===== src/rtl/bxc_pkg.sv =====
// Purpose: constants for the bridge extended configuration register bank
// Assumes: dword configuration accesses with byte enables, one clock ref_clk
// Notes: offsets are byte addresses of aligned dwords
// Operation
// - log bits 35:0 keep byte enables and data of the attribute phase, reset zero
// - log bits 39:36 keep byte enables of the first address phase
// - log bits 43:40 keep second address phase byte enables; 63:44 read zero
// - log bits 95:64 keep data lines of the first address phase
// - log bits 127:96 keep second address phase data; log spans four dwords
// - capability header reads identifier 0002h, version 1h, next pointer zero
// - port channel control and status read zero; writes ignored
// - class 0 map bit reads 1, bits 7:1 writable reset 7Fh, bit 31 reads 1
// - writing 1 to bits 3:0 clears the matching spare output
// - writing 1 to bits 7:4 sets the matching spare output
// - writing 1 to bits 11:8 clears the matching drive enable; reset zero
// - writing 1 to bits 15:12 sets the matching drive enable
// - bits 19:16 return spare input levels; bits 31:20 read zero
// - timer register: 12-bit replay, enable bit 12, 14-bit ack latency, bit 30 zero
package bxc_pkg;
   localparam logic [11:0] OFS_LOG0 = 12'h13c;
   localparam logic [11:0] OFS_LOG1 = 12'h140;
   localparam logic [11:0] OFS_LOG2 = 12'h144;
   localparam logic [11:0] OFS_LOG3 = 12'h148;
   localparam logic [11:0] OFS_VCHDR = 12'h150;
   localparam logic [11:0] OFS_PCAP1 = 12'h154;
   localparam logic [11:0] OFS_PCAP2 = 12'h158;
   localparam logic [11:0] OFS_PCTLSTS = 12'h15c;
   localparam logic [11:0] OFS_RCAP = 12'h160;
   localparam logic [11:0] OFS_RCTL = 12'h164;
   localparam logic [11:0] OFS_RSTS = 12'h168;
   localparam logic [11:0] OFS_SPARE = 12'h304;
   localparam logic [11:0] OFS_TIMER = 12'h310;
   localparam logic [31:0] VCHDR_VAL = 32'h00010002;
   localparam logic [6:0] TCMAP_RST = 7'h7f;
   localparam int TCMAP_LSB = 1;
   localparam int VCEN_POS = 31;
   localparam int SP_CLR_LSB = 0;
   localparam int SP_SET_LSB = 4;
   localparam int SP_ENCLR_LSB = 8;
   localparam int SP_ENSET_LSB = 12;
   localparam int SP_IN_LSB = 16;
   localparam int TM_ACK_LSB = 16;
   localparam int TM_EN_POS = 12;
   localparam logic [11:0] REPLAY_RST = 12'h000;
   localparam logic [13:0] ACKLAT_RST = 14'h0000;
endpackage


===== src/rtl/bxc_regs.sv =====
// Purpose: extended configuration register bank, top level
// Assumes: one-cycle cfgWr or cfgRd strobes with dword address and byte enables
// Notes: read data valid two cycles after cfgRd, flagged by cfgRdValid
`timescale 1ns/1ps
module bxc_regs
   import bxc_pkg::*;
(
   input wire logic ref_clk,
   input wire logic nrst,
   input wire logic cfgWr,
   input wire logic cfgRd,
   input wire logic [11:0] cfgAddr,
   input wire logic [3:0] cfgBe,
   input wire logic [31:0] cfgWdata,
   output logic [31:0] cfgRdata,
   output logic cfgRdValid,
   input wire logic logCapture,
   input wire logic [3:0] attrCbe,
   input wire logic [31:0] attrAd,
   input wire logic [3:0] addr1Cbe,
   input wire logic [31:0] addr1Ad,
   input wire logic [3:0] addr2Cbe,
   input wire logic [31:0] addr2Ad,
   input wire logic [3:0] spareInput,
   output logic [3:0] spareOutput,
   output logic [3:0] spareOutputDriveEnable,
   output logic [7:0] tcMap,
   output logic [11:0] replayTimer,
   output logic replayTimerEn,
   output logic [13:0] ackLatency
);
   ////////////////////////////////////////////////////////////////////////////
   logic [31:0] beMask;
   logic [31:0] wd;
   logic [3:0] spareIn;
   logic [31:0] logData;
   logic [6:0] tcMap_r, tcMap_nxt;
   logic [3:0] spOut_r, spOut_nxt, spEn_r, spEn_nxt;
   logic [11:0] replay_r, replay_nxt;
   logic replayEn_r, replayEn_nxt;
   logic [13:0] ack_r, ack_nxt;
   logic rdPend_r, rdPend_nxt;
   logic rdLog_r, rdLog_nxt;
   logic [31:0] rdHold_r, rdHold_nxt;
   logic [31:0] rdOut_r, rdOut_nxt;
   logic rdValid_r, rdValid_nxt;
   logic [31:0] regVal;
   logic [1:0] logIdx;
   bxc_sync u_sync (
      .ref_clk(ref_clk),
      .nrst(nrst),
      .din(spareInput),
      .dout(spareIn)
   );
   assign logIdx = 2'(cfgAddr[3:2] - OFS_LOG0[3:2]);
   bxc_log u_log (
      .ref_clk(ref_clk),
      .nrst(nrst),
      .capture(logCapture),
      .attrCbe(attrCbe),
      .attrAd(attrAd),
      .addr1Cbe(addr1Cbe),
      .addr1Ad(addr1Ad),
      .addr2Cbe(addr2Cbe),
      .addr2Ad(addr2Ad),
      .rdIdx(logIdx),
      .rdData(logData)
   );
   ////////////////////////////////////////////////////////////////////////////
   // byte enables widened to a bit mask
   genvar g;
   generate
      for (g = 0; g < 4; g++) begin : g_be
         assign beMask[8*g+7:8*g] = {8{cfgBe[g]}};
      end
   endgenerate
   assign wd = cfgWdata & beMask;
   // write side: writable fields only, others ignored
   always_comb begin
      tcMap_nxt = tcMap_r;
      spOut_nxt = spOut_r;
      spEn_nxt = spEn_r;
      replay_nxt = replay_r;
      replayEn_nxt = replayEn_r;
      ack_nxt = ack_r;
      if (cfgWr && cfgAddr == OFS_RCTL && cfgBe[0]) begin
         tcMap_nxt = cfgWdata[7:TCMAP_LSB];
      end
      if (cfgWr && cfgAddr == OFS_SPARE) begin
         spOut_nxt = (spOut_r & ~wd[SP_CLR_LSB+:4]) | wd[SP_SET_LSB+:4];
         spEn_nxt = (spEn_r & ~wd[SP_ENCLR_LSB+:4]) | wd[SP_ENSET_LSB+:4];
      end
      if (cfgWr && cfgAddr == OFS_TIMER) begin
         if (cfgBe[0]) replay_nxt[7:0] = cfgWdata[7:0];
         if (cfgBe[1]) begin
            replay_nxt[11:8] = cfgWdata[11:8];
            replayEn_nxt = cfgWdata[TM_EN_POS];
         end
         if (cfgBe[2]) ack_nxt[7:0] = cfgWdata[23:16];
         if (cfgBe[3]) ack_nxt[13:8] = cfgWdata[29:24];
      end
   end
   // read mux for all non-log offsets
   always_comb begin
      regVal = 32'h00000000;
      unique case (cfgAddr)
         OFS_VCHDR: regVal = VCHDR_VAL;
         OFS_PCAP1: regVal = 32'h00000000;
         OFS_PCTLSTS: regVal = 32'h00000000;
         OFS_RCTL: regVal = {1'b1, 23'h000000, tcMap_r, 1'b1};
         OFS_SPARE: regVal = {12'h000, spareIn, spEn_r, spEn_r, spOut_r, spOut_r};
         OFS_TIMER: regVal = {2'h0, ack_r, 3'h0, replayEn_r, replay_r};
         default: regVal = 32'h00000000;
      endcase
   end
   // two-stage read pipe so the log memory can answer from its register
   always_comb begin
      rdPend_nxt = cfgRd;
      rdLog_nxt = cfgAddr >= OFS_LOG0 && cfgAddr <= OFS_LOG3;
      rdHold_nxt = regVal;
      rdValid_nxt = rdPend_r;
      rdOut_nxt = rdOut_r;
      if (rdPend_r) begin
         rdOut_nxt = rdLog_r ? logData : rdHold_r;
      end
   end
   ////////////////////////////////////////////////////////////////////////////
   // state registers
   always_ff @(posedge ref_clk or negedge nrst) begin
      if (!nrst) begin
         tcMap_r <= TCMAP_RST;
         spOut_r <= 4'h0;
         spEn_r <= 4'h0;
         replay_r <= REPLAY_RST;
         replayEn_r <= 1'b0;
         ack_r <= ACKLAT_RST;
         rdPend_r <= 1'b0;
         rdLog_r <= 1'b0;
         rdHold_r <= 32'h00000000;
         rdOut_r <= 32'h00000000;
         rdValid_r <= 1'b0;
      end else begin
         tcMap_r <= tcMap_nxt;
         spOut_r <= spOut_nxt;
         spEn_r <= spEn_nxt;
         replay_r <= replay_nxt;
         replayEn_r <= replayEn_nxt;
         ack_r <= ack_nxt;
         rdPend_r <= rdPend_nxt;
         rdLog_r <= rdLog_nxt;
         rdHold_r <= rdHold_nxt;
         rdOut_r <= rdOut_nxt;
         rdValid_r <= rdValid_nxt;
      end
   end
   assign cfgRdata = rdOut_r;
   assign cfgRdValid = rdValid_r;
   assign spareOutput = spOut_r;
   assign spareOutputDriveEnable = spEn_r;
   assign tcMap = {tcMap_r, 1'b1};
   assign replayTimer = replay_r;
   assign replayTimerEn = replayEn_r;
   assign ackLatency = ack_r;
endmodule // bxc_regs


===== src/rtl/bxc_sync.sv =====
// Purpose: two-stage synchroniser for the spare input pins
// Assumes: pins are asynchronous to ref_clk
// Notes: first stage is read only by the second
`timescale 1ns/1ps
module bxc_sync
   import bxc_pkg::*;
(
   input wire logic ref_clk,
   input wire logic nrst,
   input wire logic [3:0] din,
   output logic [3:0] dout
);
   logic [3:0] meta_r;
   logic [3:0] meta_nxt;
   logic [3:0] dout_nxt;
   // next values are plain shift
   always_comb begin
      meta_nxt = din;
      dout_nxt = meta_r;
   end
   // two flip-flops per pin
   always_ff @(posedge ref_clk or negedge nrst) begin
      if (!nrst) begin
         meta_r <= 4'h0;
         dout <= 4'h0;
      end else begin
         meta_r <= meta_nxt;
         dout <= dout_nxt;
      end
   end
endmodule // bxc_sync


===== src/rtl/bxc_log.sv =====
// Purpose: sticky secondary transaction header log
// Assumes: capture strobe and phase values come from the secondary bus logic
// Notes: read data leave a register
`timescale 1ns/1ps
module bxc_log
   import bxc_pkg::*;
(
   input wire logic ref_clk,
   input wire logic nrst,
   input wire logic capture,
   input wire logic [3:0] attrCbe,
   input wire logic [31:0] attrAd,
   input wire logic [3:0] addr1Cbe,
   input wire logic [31:0] addr1Ad,
   input wire logic [3:0] addr2Cbe,
   input wire logic [31:0] addr2Ad,
   input wire logic [1:0] rdIdx,
   output logic [31:0] rdData
);
   logic [31:0] word_r [4];
   logic [31:0] word_nxt [4];
   logic [31:0] rdData_nxt;
   // capture all four dwords at once on the trigger
   always_comb begin
      word_nxt = word_r;
      if (capture) begin
         word_nxt[0] = attrAd;
         word_nxt[1] = {20'h00000, addr2Cbe, addr1Cbe, attrCbe};
         word_nxt[2] = addr1Ad;
         word_nxt[3] = addr2Ad;
      end
      rdData_nxt = word_r[rdIdx];
   end
   // storage and registered read port
   always_ff @(posedge ref_clk or negedge nrst) begin
      if (!nrst) begin
         for (int i = 0; i < 4; i++) begin
            word_r[i] <= 32'h00000000;
         end
         rdData <= 32'h00000000;
      end else begin
         word_r <= word_nxt;
         rdData <= rdData_nxt;
      end
   end
endmodule // bxc_log


===== config.mk =====
export PLATFORM = sky130hd
export DESIGN_NAME = bxc_regs
export DESIGN_NICKNAME = d
export VERILOG_FILES = /design/src/rtl/bxc_pkg.sv /design/src/rtl/bxc_regs.sv /design/src/rtl/bxc_sync.sv /design/src/rtl/bxc_log.sv
export SDC_FILE = /design/constraint.sdc
export NUM_CORES = 1
export LEC_CHECK = 0
export ABC_AREA = 1
export BUFFER_PORTS_ARGS = -buffer_cell sky130_fd_sc_hd__buf_2
export CAP_MARGIN = 0
export CORE_ASPECT_RATIO = 1.25
export CORE_MARGIN = 1
export CORE_UTILIZATION = 54
export DETAILED_ROUTE_END_ITERATION = 16
export PLACE_DENSITY_LB_ADDON = 0.05
export SLEW_MARGIN = 10
export SYNTH_ARGS = -nofsm -noshare
export SYNTH_HDL_FRONTEND = slang
export SYNTH_SLANG_ARGS = --single-unit

===== constraint.sdc =====
create_clock -name ref_clk -period 1.49 [get_ports ref_clk]
set_input_delay 0.298 -clock ref_clk [delete_from_list [all_inputs] [get_ports ref_clk]]
set_output_delay 0.298 -clock ref_clk [all_outputs]
set_load 0.01 [all_outputs]

==> flow_metrics.py, run 1 <==
metrics = {
    "run_status": {
        "outcome": "completed",
    },
    "detailed_routing": {
        "drc": 0,
        "routed_wl_um": 26900,
        "top_layer": "met4",
        "drt_iter0_markers": 469,
        "ant_nets": 0,
        "first_pass_iters": 6,
        "viasPerCell": 5.16,
        "wl_met3_um": 1140,
        "wire_per_inst_um": 16.2,
        "vias": 8563,
        "wl_met1_um": 10900,
        "met2_length_um": 14000,
    },
    "cells_and_area": {
        "utilization": 0.733,
        "drive_above_1_share": 0.309,
        "stdcell_count": 1658,
        "final_nets": 1547,
        "area_growth_pct": 31.8,
        "n_antenna_cell": 0,
        "fill_cells": 1405,
    },
    "timing": {
        "fmax_ghz": 0.683,
        "skew_ns": 0.00951,
        "layout_min_cycle_time_ns": 1.46,
        "slew_viol_final": 0,
        "rsz0062_at_grt": "true",
        "setup_ws_ns": 0.0265,
        "fin_crit_sh": 0.982,
        "finalHoldViolations": 0,
        "final-setup-viol-count": 0,
    },
    "clocking": {
        "htreeDepth": 1,
        "cts_tree": "yes",
        "clock-root-buffer": "clkbuf_16",
        "clock_latency_ns": 0.52,
        "numCtsBuffers": 25,
        "clkSlewWorstSetupHoldPaths_ns": 0.06,
        "cts_num_sinks": 256,
        "cts_max_path_buffers": 3,
    },
    "yosys": {
        "seq_area_frac_synth": 0.608,
        "syn_avg_cell_area_um2": 9.93,
        "synth_edf_count": 0,
        "synth_commonest_cells": "dfrtp_1, nand2_1, o21ai_0, inv_1, a21oi_1",
        "synth_most_common_cell": "dfrtp_1",
        "synth_nets": 1232,
        "ys_async_sr_fraction": 1.00,
        "ys_warn_count": 0,
        "yosysTopAreaCell": "dfrtp_1",
        "synth_ff_type": "dfrtp_1",
        "synth_top_area_share": 0.590,
        "synthTopCellsByArea": "dfrtp_1, nand2_1, mux2_2, o21ai_0, inv_1",
        "yosysUniqueCellTypes": 29,
        "synth_seq_cells": 256,
        "synthesis.area_mm2": 0.0106,
        "syn_inst": 1063,
    },
    "global_routing": {
        "grt_overflow": 0,
        "antenna_found_initial": 0,
        "grt_max_degree": 57,
        "grt_pass1_vias": 8649,
        "grt_pass1_wl_um": 42600,
        "grt_usage": 0.273,
    },
    "setup_path": {
        "crit_type": "reg -> out",
        "crit_chain": "buf_6",
        "startpoint_type": "flip-flop",
        "arrival_ns": 1.17,
        "cp.required_ns": 1.19,
        "cp_max_fo": 2,
        "crit_family": "flip-flops",
        "path_buf_inv": 1,
        "endpoint_kind": "output pin",
        "critPathSlowestCell": "dfstp_2",
        "critical-path-max-stage-delay_ns": 0.54,
        "regToRegSetupSlack_ns": 0.36,
    },
    "power": {
        "p_int_w": 0.0121,
        "power.total_w": 0.0159,
        "share_seq_of_total_power": 0.482,
        "cellPowerDensity_mw_per_mm2": 1140,
        "sw_frac_of_total": 0.236,
        "power.switching_w": 0.00375,
        "p_leak_nw": 6.87,
        "vdd_ir_drop_max_mv": 1.02,
        "p_comb_frac": 0.104,
        "clockPowerShare": 0.414,
    },
    "die": {
        "die_w_um": 127,
        "core-area_mm2": 0.0190,
        "start_util": 0.556,
        "num_rows": 56,
        "die_h_um": 158,
        "io_pins": 241,
        "dieArea_mm2": 0.0201,
    },
    "placement": {
        "io_buffers": 237,
        "post-place-cells": 1544,
        "gp_congestion": 0.830,
        "dp_hpwl_um": 18300,
        "pre_cts_ws_ns": -0.158,
    },
    "hold_path": {
        "hold_class": "in -> reg",
    },
    "job": {
        "maxCapViolations": 0,
    },
}
[stage by stage]
step	setup TNS, ns	hold WS (ns)	cell area, um2
6_report	0	0.0146	13900
3_3_place_gp	-4.45	0.193	12300
5_1_grt	-0.0220	0.000776	13900
4_1_cts	0	0.000850	13900
3_5_place_dp	-5.59	0.196	12300
2_1_floorplan	-0.152	0.00241	10600
[metal layers]
metal | GRT usage | up-vias
met1 | 0.342 | 4157
li1 | - | 4102
met5 | 0 | -
met3 | 0.0346 | 55
met4 | 0.0958 | 0
met2 | 0.489 | 249
[layout by cell type (no fill, tap or decap), types with 2 or more instances in the layout]
cell type and instances:
a21oi_1 57, nand2_1 247, inv_2 2, a31oi_1 31
nor2_2 2, nand3_2 3, mux2_2 56, buf_4 34
buf_2 228, nand3_1 29, ha_1 3, buf_12 16
nor2_1 50, clkbuf_16 25, bufinv_16 3, dfstp_2 7
o21ai_0 115, nand4_1 23, nand3_4 2, nor2_4 7
buf_6 7, inv_1 95, clkbuf_8 7, clkinv_2 7
dlygate4sd3_1 61, clkbuf_1 3, dfrtp_1 248, o21ai_2 18
[power by group through the flow]
stage	Sequential (W)	Clock (W)	Combinational, W
after detailed placement	0.00779	0	0.00152
after global routing	0.00771	0.00696	0.00184
after global placement	0.00778	0	0.00149
final	0.00766	0.00659	0.00165
after floorplan	0.00772	0	0.000755
after CTS	0.00766	0.00670	0.00166
[cell families after synthesis]
kind of cell,count (synthesis),synth area share
muxes,56,0.0597
and+or+nand+nor,365,0.148
DFF,256,0.608
adders and majority gates,4,0.00474
other,1,0.000355
buffers and inverters,159,0.0636
AOI/OAI and AO/OA,222,0.116
[final timing paths]
path / to / depth (start not counted) / start
worst max-delay path: tcMap[1] / 1 / tcMap_r[0]
worst min-delay path: u_log.word_r[52] / 3 / addr1Ad[20]
worst max register to register: cfgRdata[21] / 4 / rdLog_r
worst min register to register: u_sync.dout[1] / 0 / u_sync.dout_nxt[1]
max in group asynchronous: tcMap_r[1] / 3 / nrst
min in group asynchronous: u_log.word_r[55] / 2 / nrst
[final cells by class]
type | count | area (um2) | area share
inverters | 100 | 384 | 0.0276
clock buffers | 35 | 733 | 0.0527
flip-flops and latches | 256 | 6420 | 0.461
repair buffers | 347 | 2420 | 0.174
multi-input cells | 648 | 3490 | 0.251
clock inverters | 11 | 136 | 0.00980
well taps | 261 | 327 | 0.0235
[registers in the layout, indices dropped and copies added (netlist names), 7 cells and up]
name	cells
u_log.word_r	108
cfgRdata	32
u_log.rdData	32
rdHold_r	31
ackLatency	14
replayTimer	12
tcMap_r	7
[timing repair]
| action | CTS | global route |
|---|---|---|
| buffers inserted | 7 | 0 |
| hold buffers | 61 | 0 |
| pin swaps | 0 | 0 |
| gates resized for setup | 1 | 6 |
| endpoints found under the hold margin | 110 | 0 |
| setup endpoints to repair | 7 | 7 |
No activity file was read; power rests on OpenSTA's default activity.
==> run 2, diff against run 1 <==
CTS_BUF_LIST = sky130_fd_sc_hd__clkbuf_16   (was default)
HOLD_SLACK_MARGIN = 0.06   (was default)
==> run 2 against run 1 <==
Setup slack got worse by 0.0046 ns; sequential share of layout area fell by 2.2 points; combinational power is 12% higher; worst hold slack gained 0.070 ns; total power shrank 1.3%; global-route usage is 2.4 points higher; wire length up 8.0%; critical endpoint is now tcMap[4]; largest cell class unchanged; largest power group unchanged; highest routed layer unchanged.
==> flow_metrics.py, run 2 (same netlist as run 1, synthesis figures left out) <==
metrics = {
    "detailed_routing": {
        "drt_iter0_markers": 477,
        "routed_wl_um": 29100,
        "ant_nets": 0,
        "drc": 0,
        "wire_per_inst_um": 16.8,
        "viasPerCell": 5.22,
        "vias": 9050,
        "first_pass_iters": 5,
    },
    "clocking": {
        "clkSlewWorstSetupHoldPaths_ns": 0.06,
        "htreeDepth": 1,
        "cts_num_sinks": 256,
        "clock_latency_ns": 0.52,
        "clock-root-buffer": "clkbuf_16",
        "numCtsBuffers": 25,
        "cts_max_path_buffers": 3,
        "cts_tree": "yes",
    },
    "placement": {
        "gp_congestion": 0.830,
        "post-place-cells": 1544,
        "place_area_mm2": 0.0123,
        "dp_hpwl_um": 18300,
        "pre_cts_ws_ns": -0.158,
        "io_buffers": 237,
    },
    "global_routing": {
        "antenna_found_initial": 0,
        "grt_pass1_wl_um": 46100,
        "grt_pass1_vias": 9312,
        "grt_overflow": 0,
        "grt_max_degree": 57,
        "grt_usage": 0.297,
    },
    "die": {
        "num_rows": 56,
        "die_w_um": 127,
        "dieArea_mm2": 0.0201,
        "start_util": 0.556,
        "die_h_um": 158,
        "core-area_mm2": 0.0190,
        "io_pins": 241,
    },
    "setup_path": {
        "critPathSlowestCell": "dfstp_2",
        "arrival_ns": 1.17,
        "critical-path-max-stage-delay_ns": 0.55,
        "cp_max_fo": 2,
        "crit_type": "reg -> out",
        "critPathLaunch": "tcMap_r[3]",
        "startpoint_type": "flip-flop",
        "worstReg2RegStart": "rdLog_r",
        "crit_chain": "buf_6",
        "path_buf_inv": 1,
        "endpoint_kind": "output pin",
        "crit_family": "flip-flops",
        "regToRegSetupSlack_ns": 0.37,
        "cp.required_ns": 1.19,
    },
    "timing": {
        "final-setup-viol-count": 0,
        "fmax_ghz": 0.681,
        "setup_tns_ns": 0,
        "layout_min_cycle_time_ns": 1.47,
        "finalHoldViolations": 0,
        "fin_crit_sh": 0.985,
        "slew_viol_final": 0,
        "skew_ns": 0.0170,
        "setup_ws_ns": 0.0220,
        "rsz0062_at_grt": "true",
        "whs_ns": 0.0847,
    },
    "cells_and_area": {
        "final_nets": 1623,
        "largest_reg_flops": 108,
        "top_register": "u_log.word_r",
        "final_cell_mix": "dfrtp_1, nand2_1, buf_2",
        "n_antenna_cell": 0,
        "fin_area_mm2": 0.0146,
        "area_growth_pct": 38.3,
        "drive_above_1_share": 0.289,
        "layout_commonest_cell": "dfrtp_1",
        "stdcell_count": 1734,
    },
    "power": {
        "vdd_ir_drop_max_mv": 1.07,
        "cellPowerDensity_mw_per_mm2": 1070,
        "p_leak_nw": 7.16,
    },
    "job": {
        "maxCapViolations": 0,
    },
    "run_status": {
        "outcome": "completed",
    },
    "hold_path": {
        "hold_class": "in -> reg",
        "worstHoldStart": "cfgWdata[3]",
    },
}
-- run 2: power by group --
group,switching (W),leakage [nW],internal (W)
registers,0.000241,3.20,0.00743
logic,0.000947,3.56,0.000896
clock network,0.00261,0.406,0.00357
total,0.00380,7.16,0.0119
-- run 2: layer usage --
metal	routed length (um)	vias to the layer above	track usage
met2	15100	307	0.526
met5	0	-	0
met4	1450	0	0.154
met3	1350	95	0.0444
met1	11200	4384	0.354
li1	-	4264	-
-- run 2: what timing repair did --
action,in CTS,in global routing
hold endpoints to repair,386,0
resized for setup,2,5
buffers inserted,7,0
setup endpoints to repair,7,6
hold buffers,137,0
-- run 2: final cells by class --
type | instances | area (um2)
inverters | 100 | 384
flip-flops and latches | 256 | 6420
fillers | 1274 | 4390
well taps | 261 | 327
repair buffers | 423 | 3180
clock inverters | 21 | 174
clock buffers | 25 | 626
multi-input cells | 648 | 3490
-- run 2: metrics by stage --
| step | utilization | power, W |
|---|---|---|
| after floorplan | - | 0.00848 |
| after global placement | 0.650 | 0.00927 |
| after detailed placement | 0.650 | 0.00931 |
| after CTS | 0.767 | 0.0158 |
| after global routing | 0.769 | 0.0163 |
| final | 0.769 | 0.0157 |
-- run 2: final timing paths --
kind / end / cells past startpoint
worst min-delay path: tcMap_r[2] / 3
worst max-delay path: tcMap[4] / 1
max in group asynchronous: tcMap_r[3] / 3
worst min register to register: u_sync.dout[1] / 0
worst max register to register: cfgRdata[21] / 4
min in group asynchronous: u_log.word_r[55] / 2
